[src/core/ksi_pkg.sv]
// Purpose: Shared constants and carriers for the key slot interrupt/status block.
// Assumes: APB slave with 32-bit data, byte addresses, 12 address bits decoded.
// Notes: Offsets are byte addresses of aligned words.
package ksi_pkg;

  localparam int ADDR_W = 12;
  localparam int DATA_W = 32;
  localparam int EVT_W = 3;
  localparam int STAT_W = 2;
  localparam int SLOT_W = 8;

  localparam logic [ADDR_W-1:0] OFS_PUSH_TASK = 12'h000;
  localparam logic [ADDR_W-1:0] OFS_EVT_DONE = 12'h100;
  localparam logic [ADDR_W-1:0] OFS_EVT_REVOKED = 12'h104;
  localparam logic [ADDR_W-1:0] OFS_EVT_FAULT = 12'h108;
  localparam logic [ADDR_W-1:0] OFS_EVT_CLEAR = 12'h110;
  localparam logic [ADDR_W-1:0] OFS_IRQ_ENABLE = 12'h300;
  localparam logic [ADDR_W-1:0] OFS_IRQ_ENABLE_SET = 12'h304;
  localparam logic [ADDR_W-1:0] OFS_IRQ_ENABLE_CLEAR = 12'h308;
  localparam logic [ADDR_W-1:0] OFS_IRQ_PENDING = 12'h30C;
  localparam logic [ADDR_W-1:0] OFS_OP_STATUS = 12'h40C;
  localparam logic [ADDR_W-1:0] OFS_SLOT_SELECT = 12'h500;

  localparam int BIT_PUSH_DONE = 0;
  localparam int BIT_REVOKED = 1;
  localparam int BIT_FAULT = 2;
  localparam int BIT_TASK = 0;
  localparam int BIT_EVT_FLAG = 0;
  localparam int BIT_SELECTED = 0;
  localparam int BIT_BLOCKED = 1;

  localparam logic [EVT_W-1:0] RST_ENABLE = 3'h0;
  localparam logic [EVT_W-1:0] RST_FLAGS = 3'h0;
  localparam logic [STAT_W-1:0] RST_STATUS = 2'h0;
  localparam logic [SLOT_W-1:0] RST_SLOT = 8'h00;
  localparam logic [DATA_W-1:0] DATA_ZERO = 32'h0000_0000;

  // Event pulses from the push engine; packed so done lands on bit 0
  typedef struct packed {
    logic slot_push_fault;
    logic slot_revoked_hit;
    logic slot_push_done;
  } ksi_evt_s;

  // Access outcome pulses from the key storage side
  typedef struct packed {
    logic blocked;
    logic selected;
  } ksi_acc_s;

  typedef enum logic [1:0] {
    ST_IDLE = 2'b01,
    ST_ACCESS = 2'b10
  } ksi_apb_e;

endpackage : ksi_pkg

[src/core/ksi_key_manager_regs.sv]
// Purpose: Register side of the key manager: event flags, interrupt enables, status, slot select.
// Assumes: Event and access inputs are one-cycle pulses on core_clk; APB master obeys protocol.
// Notes: One access cycle per transfer; read data is captured in the setup cycle.
//
// The APB register port is this design's own decision.
`timescale 1ns/1ps

// Function
// Read-write enable register: bit0 push done, bit1 revoked, bit2 fault; 1 enables.
// Set-enable writes of one enable bits; zeros ignored; reads return enable state.
// Clear-enable writes of one disable bits; zeros ignored; reads return enable state.
// Read-only pending register shows one per event while that interrupt is pending.
// Enable and pending state come out of reset all zero.
// Each slot-select write resets status; later operations set status bits again.
// Slot-select holds the slot index used for key reads and pushes.
// Push-done event raised only after the 128-bit secure write completes.
// Blocked bit on foreign slot, failed select or violation; selected bit on success.
// Interrupt high while any event flag is latched and enabled; pending is flag and enable.
module ksi_key_manager_regs (
  input wire logic core_clk,
  input wire logic srst,
  input wire logic psel,
  input wire logic penable,
  input wire logic pwrite,
  input wire logic [ksi_pkg::ADDR_W-1:0] paddr,
  input wire logic [ksi_pkg::DATA_W-1:0] pwdata,
  output logic [ksi_pkg::DATA_W-1:0] prdata,
  output logic pready,
  output logic pslverr,
  input wire ksi_pkg::ksi_evt_s evt_in,
  input wire ksi_pkg::ksi_acc_s acc_in,
  output logic push_slot_task,
  output logic [ksi_pkg::SLOT_W-1:0] slot_select_idx,
  output logic irq
);
  import ksi_pkg::*;

  ksi_apb_e state_reg;
  ksi_apb_e state_next;
  logic [DATA_W-1:0] prdata_reg;
  logic pready_reg;
  logic pslverr_reg;
  logic [EVT_W-1:0] enable_reg;
  logic [EVT_W-1:0] enable_next;
  logic [EVT_W-1:0] flags_reg;
  logic [EVT_W-1:0] flags_next;
  logic [STAT_W-1:0] status_reg;
  logic [STAT_W-1:0] status_next;
  logic [SLOT_W-1:0] slot_reg;
  logic [SLOT_W-1:0] slot_next;
  logic task_reg;
  logic irq_reg;

  // Phase decode
  wire setup_phase = psel & ~penable;
  wire wr_commit = psel & penable & pwrite & pready_reg;

  // Address decode
  wire hit_task = (paddr == OFS_PUSH_TASK);
  wire hit_evt_done = (paddr == OFS_EVT_DONE);
  wire hit_evt_rev = (paddr == OFS_EVT_REVOKED);
  wire hit_evt_fault = (paddr == OFS_EVT_FAULT);
  wire hit_evt_clr = (paddr == OFS_EVT_CLEAR);
  wire hit_en = (paddr == OFS_IRQ_ENABLE);
  wire hit_en_set = (paddr == OFS_IRQ_ENABLE_SET);
  wire hit_en_clr = (paddr == OFS_IRQ_ENABLE_CLEAR);
  wire hit_pend = (paddr == OFS_IRQ_PENDING);
  wire hit_status = (paddr == OFS_OP_STATUS);
  wire hit_slot = (paddr == OFS_SLOT_SELECT);
  wire hit_any = hit_task | hit_evt_done | hit_evt_rev | hit_evt_fault | hit_evt_clr |
                 hit_en | hit_en_set | hit_en_clr | hit_pend | hit_status | hit_slot;

  // Write strobes
  wire wr_task = wr_commit & hit_task;
  wire wr_evt_clr = wr_commit & hit_evt_clr;
  wire wr_en = wr_commit & hit_en;
  wire wr_en_set = wr_commit & hit_en_set;
  wire wr_en_clr = wr_commit & hit_en_clr;
  wire wr_slot = wr_commit & hit_slot;

  wire [EVT_W-1:0] wdata_evt = pwdata[EVT_W-1:0];
  wire [EVT_W-1:0] evt_pulse = evt_in;
  wire [EVT_W-1:0] evt_clr_mask = wr_evt_clr ? wdata_evt : RST_FLAGS;
  wire [STAT_W-1:0] acc_pulse = acc_in;

  // Pending is a pure view, never stored, so it cannot drift from its sources
  wire [EVT_W-1:0] pending = flags_reg & enable_reg;

  // Enable update; a plain write replaces, set and clear only touch one bits
  assign enable_next = wr_en ? wdata_evt :
                       wr_en_set ? (enable_reg | wdata_evt) :
                       wr_en_clr ? (enable_reg & ~wdata_evt) :
                       enable_reg;

  // New event wins over a clear in the same cycle
  assign flags_next = (flags_reg & ~evt_clr_mask) | evt_pulse;

  // Slot-select write wipes status, but an outcome in that cycle survives
  assign status_next = wr_slot ? acc_pulse : (status_reg | acc_pulse);

  assign slot_next = wr_slot ? pwdata[SLOT_W-1:0] : slot_reg;

  assign state_next = setup_phase ? ST_ACCESS : ST_IDLE;

  // Read mux; unused upper bits read as zero
  wire [DATA_W-1:0] rd_enable = {{(DATA_W-EVT_W){1'b0}}, enable_reg};
  wire [DATA_W-1:0] rd_pend = {{(DATA_W-EVT_W){1'b0}}, pending};
  wire [DATA_W-1:0] rd_status = {{(DATA_W-STAT_W){1'b0}}, status_reg};
  wire [DATA_W-1:0] rd_slot = {{(DATA_W-SLOT_W){1'b0}}, slot_reg};
  wire [DATA_W-1:0] rd_done = {{(DATA_W-1){1'b0}}, flags_reg[BIT_PUSH_DONE]};
  wire [DATA_W-1:0] rd_rev = {{(DATA_W-1){1'b0}}, flags_reg[BIT_REVOKED]};
  wire [DATA_W-1:0] rd_fault = {{(DATA_W-1){1'b0}}, flags_reg[BIT_FAULT]};
  wire [DATA_W-1:0] rdata_mux = (hit_en | hit_en_set | hit_en_clr) ? rd_enable :
                                hit_pend ? rd_pend :
                                hit_status ? rd_status :
                                hit_slot ? rd_slot :
                                hit_evt_done ? rd_done :
                                hit_evt_rev ? rd_rev :
                                hit_evt_fault ? rd_fault :
                                DATA_ZERO;
  wire [DATA_W-1:0] prdata_next = (setup_phase & ~pwrite) ? rdata_mux : DATA_ZERO;

  always_ff @(posedge core_clk) begin
    if (srst) begin
      state_reg <= ST_IDLE;
      pready_reg <= 1'b0;
      pslverr_reg <= 1'b0;
      prdata_reg <= DATA_ZERO;
    end else begin
      state_reg <= state_next;
      pready_reg <= setup_phase;
      pslverr_reg <= setup_phase & ~hit_any;
      prdata_reg <= prdata_next;
    end
  end

  always_ff @(posedge core_clk) begin
    if (srst) begin
      enable_reg <= RST_ENABLE;
      flags_reg <= RST_FLAGS;
      status_reg <= RST_STATUS;
      slot_reg <= RST_SLOT;
      task_reg <= 1'b0;
      irq_reg <= 1'b0;
    end else begin
      enable_reg <= enable_next;
      flags_reg <= flags_next;
      status_reg <= status_next;
      slot_reg <= slot_next;
      task_reg <= wr_task & pwdata[BIT_TASK];
      irq_reg <= |(flags_next & enable_next);
    end
  end

  assign prdata = prdata_reg;
  assign pready = pready_reg;
  assign pslverr = pslverr_reg;
  assign push_slot_task = task_reg;
  assign slot_select_idx = slot_reg;
  assign irq = irq_reg;

  // Checks kept beside the logic they watch

  en_write_a: assert property (
    @(posedge core_clk) disable iff (srst)
    wr_en |=> enable_reg == $past(wdata_evt)
  ) else $error("enable register did not take written value");

  en_set_a: assert property (
    @(posedge core_clk) disable iff (srst)
    wr_en_set |=> enable_reg == ($past(enable_reg) | $past(wdata_evt))
  ) else $error("set-enable did not set exactly the written ones");

  en_clear_a: assert property (
    @(posedge core_clk) disable iff (srst)
    wr_en_clr |=> enable_reg == ($past(enable_reg) & ~$past(wdata_evt))
  ) else $error("clear-enable did not clear exactly the written ones");

  pend_read_a: assert property (
    @(posedge core_clk) disable iff (srst)
    (setup_phase && !pwrite && hit_pend) |=>
      (prdata[EVT_W-1:0] == $past(flags_reg & enable_reg)) &&
      (prdata[DATA_W-1:EVT_W] == '0) && pready
  ) else $error("pending read returned wrong value");

  reset_zero_a: assert property (
    @(posedge core_clk)
    srst |=> (enable_reg == RST_ENABLE) && (flags_reg == RST_FLAGS) && !irq
  ) else $error("enable or flags not zero after reset");

  status_wipe_a: assert property (
    @(posedge core_clk) disable iff (srst)
    (wr_slot && acc_pulse == RST_STATUS) |=> status_reg == RST_STATUS
  ) else $error("status not cleared by slot-select write");

  slot_hold_a: assert property (
    @(posedge core_clk) disable iff (srst)
    !wr_slot |=> $stable(slot_select_idx)
  ) else $error("slot index changed without a write");

  slot_take_a: assert property (
    @(posedge core_clk) disable iff (srst)
    wr_slot |=> slot_select_idx == $past(pwdata[SLOT_W-1:0])
  ) else $error("slot index did not take written value");

  push_done_a: assert property (
    @(posedge core_clk) disable iff (srst)
    evt_in.slot_push_done |=> flags_reg[BIT_PUSH_DONE]
  ) else $error("push-done flag not latched");

  blocked_set_a: assert property (
    @(posedge core_clk) disable iff (srst)
    acc_in.blocked |=> status_reg[BIT_BLOCKED] ##1 (status_reg[BIT_BLOCKED] || $past(wr_slot))
  ) else $error("blocked status bit lost without slot write");

  irq_level_a: assert property (
    @(posedge core_clk) disable iff (srst)
    ##1 (irq == |$past(flags_next & enable_next))
  ) else $error("interrupt does not follow flag and enable");

  irq_quiet_a: assert property (
    @(posedge core_clk) disable iff (srst)
    (enable_reg == RST_ENABLE) |-> !(|pending)
  ) else $error("pending with all enables off");

  task_pulse_a: assert property (
    @(posedge core_clk) disable iff (srst)
    push_slot_task |=> !push_slot_task
  ) else $error("push task strobe longer than one cycle");

  // Bus phase tracking; the state register must agree with the ready flop
  state_track_a: assert property (
    @(posedge core_clk) disable iff (srst)
    pready == (state_reg == ST_ACCESS)
  ) else $error("phase state and ready disagree");

  ready_one_a: assert property (
    @(posedge core_clk) disable iff (srst)
    pready |=> !pready
  ) else $error("ready held longer than one access cycle");

  err_unmapped_a: assert property (
    @(posedge core_clk) disable iff (srst)
    (setup_phase && !hit_any) |=> pslverr && pready
  ) else $error("unmapped access without error");

  err_mapped_a: assert property (
    @(posedge core_clk) disable iff (srst)
    (setup_phase && hit_any) |=> !pslverr
  ) else $error("mapped access flagged as error");

  rdata_idle_a: assert property (
    @(posedge core_clk) disable iff (srst)
    !pready |-> prdata == DATA_ZERO
  ) else $error("read data driven outside access");

  wr_rdata_a: assert property (
    @(posedge core_clk) disable iff (srst)
    (setup_phase && pwrite) |=> prdata == DATA_ZERO
  ) else $error("read data driven during write");

  en_read_a: assert property (
    @(posedge core_clk) disable iff (srst)
    (setup_phase && !pwrite && (hit_en_set || hit_en_clr)) |=>
      prdata[EVT_W-1:0] == $past(enable_reg)
  ) else $error("set or clear view does not show enables");

  en_hold_a: assert property (
    @(posedge core_clk) disable iff (srst)
    !(wr_en || wr_en_set || wr_en_clr) |=> $stable(enable_reg)
  ) else $error("enables changed without a write");

  pend_ro_a: assert property (
    @(posedge core_clk) disable iff (srst)
    (wr_commit && hit_pend && evt_pulse == RST_FLAGS) |=>
      $stable(flags_reg) && $stable(enable_reg)
  ) else $error("write to pending register changed state");

  flag_hold_a: assert property (
    @(posedge core_clk) disable iff (srst)
    (!wr_evt_clr && evt_pulse == RST_FLAGS) |=> $stable(flags_reg)
  ) else $error("event flags changed without cause");

  flag_set_wins_a: assert property (
    @(posedge core_clk) disable iff (srst)
    wr_evt_clr |=> (flags_reg & $past(evt_pulse)) == $past(evt_pulse)
  ) else $error("clear swallowed a same-cycle event");

  flag_clear_a: assert property (
    @(posedge core_clk) disable iff (srst)
    (wr_evt_clr && evt_pulse == RST_FLAGS) |=> (flags_reg & $past(wdata_evt)) == RST_FLAGS
  ) else $error("event flag survived its clear");

  flag_read_a: assert property (
    @(posedge core_clk) disable iff (srst)
    (setup_phase && !pwrite && hit_evt_done) |=> prdata[0] == $past(flags_reg[BIT_PUSH_DONE])
  ) else $error("push-done flag read wrong");

  selected_set_a: assert property (
    @(posedge core_clk) disable iff (srst)
    acc_in.selected |=> status_reg[BIT_SELECTED]
  ) else $error("selected status bit not set");

  status_hold_a: assert property (
    @(posedge core_clk) disable iff (srst)
    (!wr_slot && acc_pulse == RST_STATUS) |=> $stable(status_reg)
  ) else $error("status changed without cause");

  status_keep_a: assert property (
    @(posedge core_clk) disable iff (srst)
    wr_slot |=> status_reg == $past(acc_pulse)
  ) else $error("slot write lost a same-cycle outcome");

  status_read_a: assert property (
    @(posedge core_clk) disable iff (srst)
    (setup_phase && !pwrite && hit_status) |=> prdata[STAT_W-1:0] == $past(status_reg)
  ) else $error("status read wrong");

  slot_read_a: assert property (
    @(posedge core_clk) disable iff (srst)
    (setup_phase && !pwrite && hit_slot) |=> prdata[SLOT_W-1:0] == $past(slot_reg)
  ) else $error("slot select read wrong");

  irq_on_a: assert property (
    @(posedge core_clk) disable iff (srst)
    irq == (|pending)
  ) else $error("interrupt differs from pending view");

  task_take_a: assert property (
    @(posedge core_clk) disable iff (srst)
    (wr_task && pwdata[BIT_TASK]) |=> push_slot_task
  ) else $error("push task strobe missing");

  task_quiet_a: assert property (
    @(posedge core_clk) disable iff (srst)
    !(wr_task && pwdata[BIT_TASK]) |=> !push_slot_task
  ) else $error("push task strobe without a write");

  reset_out_a: assert property (
    @(posedge core_clk)
    srst |=> !pready && !pslverr && !push_slot_task && (prdata == DATA_ZERO)
  ) else $error("bus outputs not quiet after reset");

endmodule : ksi_key_manager_regs

[config.mk]
export PLATFORM = sky130hd
export DESIGN_NAME = ksi_key_manager_regs
export DESIGN_NICKNAME = d
export VERILOG_FILES = /design/src/core/ksi_pkg.sv /design/src/core/ksi_key_manager_regs.sv
export SDC_FILE = /design/constraint.sdc
export NUM_CORES = 1
export LEC_CHECK = 0
export BUFFER_PORTS_ARGS = -buffer_cell sky130_fd_sc_hd__buf_2
export CAP_MARGIN = 20
export CORE_MARGIN = 2
export CORE_UTILIZATION = 30
export DETAILED_ROUTE_END_ITERATION = 7
export HOLD_SLACK_MARGIN = 0.15
export PLACE_DENSITY = 0.65
export SKIP_CTS_REPAIR_TIMING = 1
export SYNTH_ARGS = -nofsm -noshare
export SYNTH_HDL_FRONTEND = slang
export SYNTH_SLANG_ARGS = --single-unit
[constraint.sdc]
create_clock -name core_clk -period 2.55 [get_ports core_clk]
set_input_delay 0 -clock core_clk [delete_from_list [all_inputs] [get_ports core_clk]]
set_output_delay 0 -clock core_clk [all_outputs]
set_load 0.02 [all_outputs]
==> results of run 1 <==
-- critical path, cell delays in order --
cell	delay [ps]
dlygate4sd3_1	520
buf_2	160
or3b_1	400
nor4_1	470
nand3_1	130
a21oi_1	210
dlygate4sd3_1	580
nor2_1	40
-- logic make-up (layout without fill, tap and decap cells) --
family                     after synthesis  count (layout)
muxes                                    8               8
buffers and inverters                   34              81
and+or+nand+nor                         66              66
AOI/OAI and AO/OA                       27              27
other                                    1              24
DFF                                     28              28
xor gates and xnor gates                 1               1
adders and majority gates                1               1
-- final timing paths --
kind                                     end  slack [ps]  cells after the start
worst max register to register  flags_reg[2]         530                      7
worst max-delay path            flags_reg[2]         200                      8
worst min-delay path                 pslverr         120                      3
worst min register to register     prdata[7]         490                      1
-- cell usage in the layout, fill, tap and decap left out, types with 2 or more instances in the layout --
master,synthesis,final
nand3_1,2,2
o31a_1,2,2
a21oi_1,8,8
and2_1,5,5
clkbuf_8,0,3
nand3b_1,2,2
nor3b_1,4,4
o21a_1,2,2
buf_2,1,49
mux2i_1,8,8
o21ai_0,3,3
or3_1,2,2
dfxtp_1,28,28
nor3_1,5,5
nor4_1,3,3
nand2_1,5,5
buf_4,24,3
inv_1,3,3
nor2_1,23,23
dlygate4sd3_1,0,22
or4_1,3,3
nor2b_1,4,4
conb_1,1,24
-- final cells by class --
type / instances / share of cell area
Clock inverter: 1 / 0.01544
Tap cell: 54 / 0.03475
Inverter: 3 / 0.005792
Sequential cell: 28 / 0.2883
Timing Repair Buffer: 74 / 0.2510
Multi-Input combinational cell: 127 / 0.3835
Clock buffer: 3 / 0.02124
-- metal layers --
metal	routed length (um)	GRT usage
met3	170	0.02332
met2	1642	0.2022
met4	88	0.06173
met5	0	0
met1	1543	0.1672
-- power breakdown --
group	leakage, nW	switching, W	internal (W)
logic	0.581	0.0000769	0.0000530
registers	0.227	0.00000441	0.000444
clock network	0.0357	0.000142	0.000210
total	0.844	0.000224	0.000707
-- through the flow --
step                      std cells  instance area, um2
after detailed placement        264                1653
after floorplan                 189                1525
final                           290                1944
after global placement          264                1653
after global routing            290                1944
after CTS                       268                1724
==> results.json, run 1 <==
{
  "rsz0062_at_grt": "false",
  "relSlewSlack": 0.6076,
  "p_per_area_mw_per_mm2": 478.7,
  "synth_edf_count": 0,
  "gr-usage-all-layers": 0.1278,
  "clkTransAtPathRegs_ps": 100,
  "layout.nets": 291,
  "overflow": 0,
  "cts_root_buffer": "clkbuf_8",
  "synth_top_area_frac": 0.3896,
  "drc": 0,
  "drv_cap": 0,
  "setup_viol": 0,
  "via_per_inst": 4.597,
  "yosys.area.top_type": "dfxtp_1",
  "dpl.hpwl_um": 2524,
  "critPathCaptureType": "register",
  "arrival_ps": 2510,
  "ys.flop_type": "dfxtp_1",
  "status": "finished, final reports clean",
  "vias": 1333,
  "setup_tns_ps": 0,
  "drive_above_1_share": 0.2542,
  "required_ps": 2710,
  "antenna_found_initial": 0,
  "synth_adder_area_share": 0.006957,
  "min_path_type": "input pin to register",
  "ys_warn_count": 0,
  "reg2reg_from": "pready",
  "holdWs_ps": 123.1,
  "pin_count": 98,
  "wl_per_cell_um": 11.88,
  "gp_congestion": 0.8154,
  "syn-cell-area_mm2": 0.001439,
  "avgSynthCellArea_um2": 8.668,
  "insertedDiodeCount": 0,
  "syn2layout_area_growth_pct": 35.13,
  "routed_wl_um": 3444,
  "core_area_mm2": 0.004661,
  "htree_levels": 1,
  "clockBufferDepth": 2,
  "async_flop_share": 0,
  "drt_iter0_markers": 90,
  "power_w": 0.0009307,
  "multiInputGateArea_um2": 745.7,
  "synth_seq_cells": 28,
  "synth_most_common_cell": "dfxtp_1",
  "netlist-cell-type-count": 44,
  "start_util": 0.3087,
  "startpoint_type": "input pin",
  "grt_pass1_wl_um": 5382,
  "synth_compound_area_frac": 0.1296,
  "dieArea_mm2": 0.005366,
  "synth_common_cells": "dfxtp_1 (28), buf_4 (24), nor2_1 (23), a21oi_1 (8), mux2i_1 (8)",
  "syn_inst": 166,
  "max_freq_mhz": 426.4,
  "cts_buffers": 3,
  "report.final.slew_viol_count": 0,
  "port_buffers": 49,
  "post-place-ws_ps": 301.2,
  "worst_slew_pin_slew_ps": 583.3,
  "ir_drop_mv": 0.1921,
  "min_from": "paddr[6]",
  "synthMuxAreaShare": 0.05565,
  "grt_pass1_vias": 1172,
  "finalCritPeriodShare": 0.9198,
  "die_x_um": 73.26,
  "synth_top_family_by_area": "simple AND/OR/NAND/NOR gates",
  "cts_tree": "done",
  "p_leak_nw": 0.8442,
  "hold_violations": 0,
  "drtPass1Iterations": 4,
  "worst_slack_ps": 204.6,
  "synth_xor_area_frac": 0.006087,
  "post-route-min-period_ps": 2345,
  "num_rows": 25,
  "ff_latch_area_um2": 560.5,
  "ant_nets": 0,
  "cp_max_fo": 6,
  "critPathKind": "input pin to register",
  "chipHeight_um": 73.26,
  "finalClockSkew_ps": 2.730,
  "cts_sinks": 28,
  "utilization": 0.4172,
  "fillers": 478,
  "crit_start": "paddr[8]",
  "synth-simple-area-share": 0.2574,
  "grt_max_degree": 21,
  "ys_seq_area_frac": 0.3896,
  "clock_latency_ps": 280,
  "yosys-top-cells-area": "dfxtp_1 (39%), buf_4 (13%), nor2_1 (6.0%), mux2i_1 (5.6%), a21oi_1 (2.8%)"
}
Power figures use the tool's default switching activity.
==> inputs of run 2 (changes only) <==
--- a/config.mk
+++ b/config.mk
@@ -9,9 +9,11 @@
 export CAP_MARGIN = 20
 export CORE_MARGIN = 2
 export CORE_UTILIZATION = 30
+export CTS_BUF_LIST = sky130_fd_sc_hd__clkbuf_4 sky130_fd_sc_hd__clkbuf_8
 export DETAILED_ROUTE_END_ITERATION = 7
+export GPL_TIMING_DRIVEN = 0
 export HOLD_SLACK_MARGIN = 0.15
-export PLACE_DENSITY = 0.65
+export PLACE_DENSITY = 0.58
 export SKIP_CTS_REPAIR_TIMING = 1
 export SYNTH_ARGS = -nofsm -noshare
 export SYNTH_HDL_FRONTEND = slang
==> run 2 against run 1 <==
  * Flip-flop and latch count stayed put
  * Power shrank 9.4%
  * Wire length rose by 3.4%
  * Non-clock buffer count up 28
  * Critical endpoint is now push_slot_task
  * Clock skew is 5.1 ps higher
  * Clock power is 35% lower
  * Via count rose by 4.1%
  * First-iteration DRC count fell by 38%
==> results.json, run 2 (same netlist as run 1, synthesis figures left out) <==
{
  "status": "finished, final reports clean",
  "die_x_um": 73.26,
  "routed_wl_um": 3561,
  "drive_above_1_share": 0.3004,
  "dieArea_mm2": 0.005366,
  "place_inst": 290,
  "antenna_found_initial": 0,
  "finalClockSkew_ps": 7.862,
  "gp_congestion": 0.8419,
  "slowest_stage": "dlygate4sd3_1",
  "clockBufferDepth": 2,
  "cts_sinks": 28,
  "drt_iter0_markers": 56,
  "drtPass1Iterations": 5,
  "crit_family": "buffers and inverters",
  "cp_max_fo": 10,
  "dpl.hpwl_um": 2632,
  "finalCritPeriodShare": 0.9012,
  "crit_top_cell": "dlygate4sd3_1",
  "required_ps": 2760,
  "final_common_cell": "buf_2",
  "hold_violations": 0,
  "max_freq_mhz": 435.2,
  "critPathKind": "input pin to register",
  "chipHeight_um": 73.26,
  "layout.nets": 319,
  "pin_count": 98,
  "cts_tree": "done",
  "htree_levels": 1,
  "overflow": 0,
  "p_leak_nw": 0.9536,
  "report.final.slew_viol_count": 0,
  "critPathCaptureType": "register",
  "setup_viol": 0,
  "drc": 0,
  "power_w": 0.0008431,
  "cts_root_buffer": "clkbuf_8",
  "via_per_inst": 4.375,
  "vias": 1387,
  "insertedDiodeCount": 0,
  "intPower_w": 0.0006303,
  "ant_nets": 0,
  "grt_max_degree": 15,
  "startpoint_type": "input pin",
  "rsz0062_at_grt": "false",
  "power_frac_clock": 0.274,
  "gr-usage-all-layers": 0.1239,
  "grt_pass1_vias": 1131,
  "postLayoutCellArea_mm2": 0.002110,
  "layout_common_cells": "buf_2 (48), dfxtp_1 (28), buf_4 (24), conb_1 (24), dlygate4sd3_1 (24)",
  "post-route-min-period_ps": 2298,
  "start_util": 0.3087,
  "cts_buffers": 3,
  "port_buffers": 47,
  "num_rows": 25,
  "ir_drop_mv": 0.2940,
  "pwr-share-seq": 0.531,
  "path_buf_inv": 5,
  "p_per_area_mw_per_mm2": 399.7,
  "worst_slew_pin_slew_ps": 756.8,
  "clkTransAtPathRegs_ps": 80,
  "core_area_mm2": 0.004661,
  "arrival_ps": 2510,
  "crit_chain": "dlygate4sd3_1 -> buf_2 -> clkbuf_1 -> nor2_1 -> nand2_1 -> dlygate4sd3_1 -> nor4_1 -> dlygate4sd3_1",
  "stdcell_count": 317,
  "syn2layout_area_growth_pct": 46.61,
  "switchingPower_w": 0.0002128,
  "switching_share": 0.2524,
  "place_area_mm2": 0.001828,
  "clock_latency_ps": 270,
  "p_comb_frac": 0.194,
  "relSlewSlack": 0.4917,
  "max_stage_delay_ps": 600,
  "grt_pass1_wl_um": 5161,
  "min_path_type": "input pin to register",
  "wl_per_cell_um": 11.23,
  "drv_cap": 0,
  "setup_tns_ps": 0
}
[run 2: cell count changes in the layout (fill, tap and decap cells not counted), sizes merged]
cell and change:
buf +20, clkbuf +6, dlygate4sd3 +2, bufinv -1
[run 2: final timing paths]
check | startpoint | endpoint | slack [ps] | cells past startpoint
max | srst | push_slot_task | 250 | 8
max reg2reg | pready | flags_reg[2] | 360 | 6
min | paddr[6] | pslverr | 140 | 3
min reg2reg | slot_select_idx[3] | prdata[3] | 480 | 1
[run 2: worst min-delay path: stages]
cell and delay [ps]:
buf_2 110, nor3_1 60, nor3b_1 180
[run 2: area by class of cell]
class / instances / area, um2
Buffer: 31 / 207.7
Timing Repair Buffer: 71 / 475.5
Tap cell: 54 / 67.56
Sequential cell: 28 / 560.5
Fill cell: 473 / 2551
Multi-Input combinational cell: 127 / 745.7
Inverter: 3 / 11.26
Clock buffer: 3 / 41.29
[run 2: per-layer routing]
layer  vias to the layer above  share of wire  track usage
met5                         -              0            0
met4                         0         0.0034      0.01852
met3                         2          0.065      0.03978
met2                        41           0.48       0.2062
met1                       611           0.45       0.1598
li1                        733              -            -
[run 2: power groups by stage]
stage                     Combinational [W]  Sequential [W]  Clock [W]
after floorplan                   0.0000964        0.000459          0
after detailed placement           0.000134        0.000458          0
after CTS                          0.000134        0.000448   0.000243
after global routing               0.000178        0.000449   0.000259
after global placement             0.000134        0.000458          0
final                              0.000164        0.000448   0.000231
[run 2: through the flow]
stage | hold WS [ps] | setup slack [ps] | util
floorplan | 94.79 | 426.9 | -
global placement | 208.9 | 92.40 | 0.3922
detailed placement | 213.0 | 93.73 | 0.3922
CTS | -75.12 | 382.2 | 0.4011
global route | 157.8 | 142.2 | 0.4526
finish | 135.8 | 251.9 | 0.4526
==> inputs of run 3 (changes only) <==
--- a/config.mk
+++ b/config.mk
@@ -8,12 +8,12 @@
 export BUFFER_PORTS_ARGS = -buffer_cell sky130_fd_sc_hd__buf_2
 export CAP_MARGIN = 20
 export CORE_MARGIN = 2
-export CORE_UTILIZATION = 30
-export CTS_BUF_LIST = sky130_fd_sc_hd__clkbuf_4 sky130_fd_sc_hd__clkbuf_8
+export CORE_UTILIZATION = 43
+export CTS_BUF_LIST = sky130_fd_sc_hd__clkbuf_8
 export DETAILED_ROUTE_END_ITERATION = 7
 export GPL_TIMING_DRIVEN = 0
 export HOLD_SLACK_MARGIN = 0.15
-export PLACE_DENSITY = 0.58
+export PLACE_DENSITY = 0.8
 export SKIP_CTS_REPAIR_TIMING = 1
 export SYNTH_ARGS = -nofsm -noshare
 export SYNTH_HDL_FRONTEND = slang
==> run 3 against run 2 <==
  * Utilization up 20 points
  * Largest cell class unchanged
  * Fmax is 5.1% lower
  * Register-to-register slack got worse by 60 ps
  * Flip-flop and latch count unchanged
==> results.json, run 3 (same netlist as run 1, synthesis figures left out) <==
{
  "clockBufferDepth": 2,
  "die_x_um": 61.85,
  "relSlewSlack": 0.5083,
  "insertedDiodeCount": 0,
  "crit_family": "buffers and inverters",
  "holdPathEnd": "prdata[0]",
  "reg2reg_from": "pready",
  "clock_latency_ps": 270,
  "layout.nets": 319,
  "clkTransAtPathRegs_ps": 100,
  "pin_count": 98,
  "drive_above_1_share": 0.3030,
  "worst_slack_ps": 128.2,
  "vias": 1430,
  "htree_levels": 1,
  "drtPass1Iterations": 4,
  "ant_nets": 0,
  "start_util": 0.4381,
  "max_stage_delay_ps": 590,
  "grt_pass1_vias": 974,
  "drt_iter0_markers": 38,
  "cts_sinks": 28,
  "hold_path_depth": 4,
  "port_buffers": 47,
  "layout_common_cells": "buf_2 (48), dfxtp_1 (28), buf_4 (24), conb_1 (24), dlygate4sd3_1 (24)",
  "gr-usage-all-layers": 0.1569,
  "num_rows": 21,
  "antenna_found_initial": 0,
  "critPathKind": "input pin to register",
  "slowest_stage": "dlygate4sd3_1",
  "post-route-min-period_ps": 2422,
  "drv_cap": 0,
  "p_per_area_mw_per_mm2": 450.0,
  "finalCritPeriodShare": 0.9497,
  "status": "finished, final reports clean",
  "setup_tns_ps": 0,
  "min_path_type": "input pin to register",
  "dpl.hpwl_um": 2407,
  "via_per_inst": 4.613,
  "ir_drop_mv": 0.2496,
  "crit_chain": "dlygate4sd3_1 -> buf_2 -> or3b_1 -> nor4_1 -> nand3_1 -> a21oi_1 -> dlygate4sd3_1 -> nor2_1",
  "fillers": 297,
  "crit_top_cell": "dlygate4sd3_1",
  "gp_congestion": 0.8375,
  "report.final.slew_viol_count": 0,
  "r2r_end": "flags_reg[2]",
  "cts_buffers": 3,
  "cts_tree": "done",
  "post-place-ws_ps": 116.8,
  "grt_pass1_wl_um": 4402,
  "wl_per_cell_um": 11.06,
  "startpoint_type": "input pin",
  "drc": 0,
  "final_common_cell": "buf_2",
  "chipHeight_um": 61.85,
  "arrival_ps": 2580,
  "critPathCaptureType": "register",
  "routed_wl_um": 3428,
  "core_area_mm2": 0.003284,
  "p_leak_nw": 0.9677,
  "r2r_slack_ps": 300,
  "setup_viol": 0,
  "min_from": "paddr[9]",
  "cts_root_buffer": "clkbuf_8",
  "cp_max_fo": 6,
  "hold_violations": 0,
  "finalClockSkew_ps": 2.017,
  "grt_max_degree": 17,
  "worst_slew_pin_slew_ps": 732.0,
  "rsz0062_at_grt": "false",
  "reg2reg_depth": 6,
  "path_buf_inv": 3,
  "required_ps": 2710,
  "syn2layout_area_growth_pct": 48.00,
  "max_freq_mhz": 412.9,
  "overflow": 0,
  "dieArea_mm2": 0.003825
}
[run 3: changes by cell type in the layout (fill, tap and decap cells not counted), sizes merged]
cell	delta
bufinv	+1
[run 3: worst reg2reg max path: stages, from the launching register on]
cell and delay, ps:
dfxtp_1 330, nand4_1 280, nor3b_1 520, nand3_1 130, a21oi_1 230, dlygate4sd3_1 590
nor2_1 40
[run 3: where the power goes]
group	switching, W	total (W)	internal, W
registers	0.00000419	0.000448	0.000444
clock network	0.000137	0.000348	0.000210
logic	0.0000829	0.000163	0.0000798
[run 3: stage by stage]
stage                     hold slack [ps]  power (W)  utilization  instance area [um2]  std cells
final                               159.5  0.0009583       0.6484                 2130        310
after global routing                187.7   0.001005       0.6484                 2130        310
after CTS                          -84.21  0.0009345       0.5752                 1889        286
after detailed placement            214.0  0.0005910       0.5535                 1818        282
after global placement              205.5  0.0005902       0.5535                 1818        282
after floorplan                     94.79  0.0005551            -                 1525        189
[run 3: worst max-delay path by stage]
| stage | from | end | slack, ps | depth (start not counted) |
|---|---|---|---|---|
| after global routing | paddr[8] | slot_select_idx[0] | 30 | 7 |
| after CTS | paddr[1] | slot_select_idx[6] | 410 | 7 |
| after detailed placement | paddr[1] | slot_select_idx[4] | 120 | 7 |
| after global placement | paddr[1] | slot_select_idx[4] | 110 | 7 |
| after floorplan | paddr[1] | slot_select_idx[3] | 430 | 6 |
| final | paddr[8] | flags_reg[2] | 130 | 8 |
[run 3: cell type report]
class	instances	area [um2]	share of cell area
clock buffer	3	41.29	0.01939
buffer	31	207.7	0.09753
timing repair buffer	71	475.5	0.2233
sequential	28	560.5	0.2632
tap	46	57.56	0.02703
multi-input combinational	127	745.7	0.3502
clock inverter	1	30.03	0.01410
inverter	3	11.26	0.005288
[run 3: metal layers]
metal,GRT usage,up-vias,routed length (um)
met5,0,-,0
met4,0.06383,0,34
met3,0.02484,4,203
met2,0.2466,60,1694
met1,0.2146,634,1496
li1,-,732,-
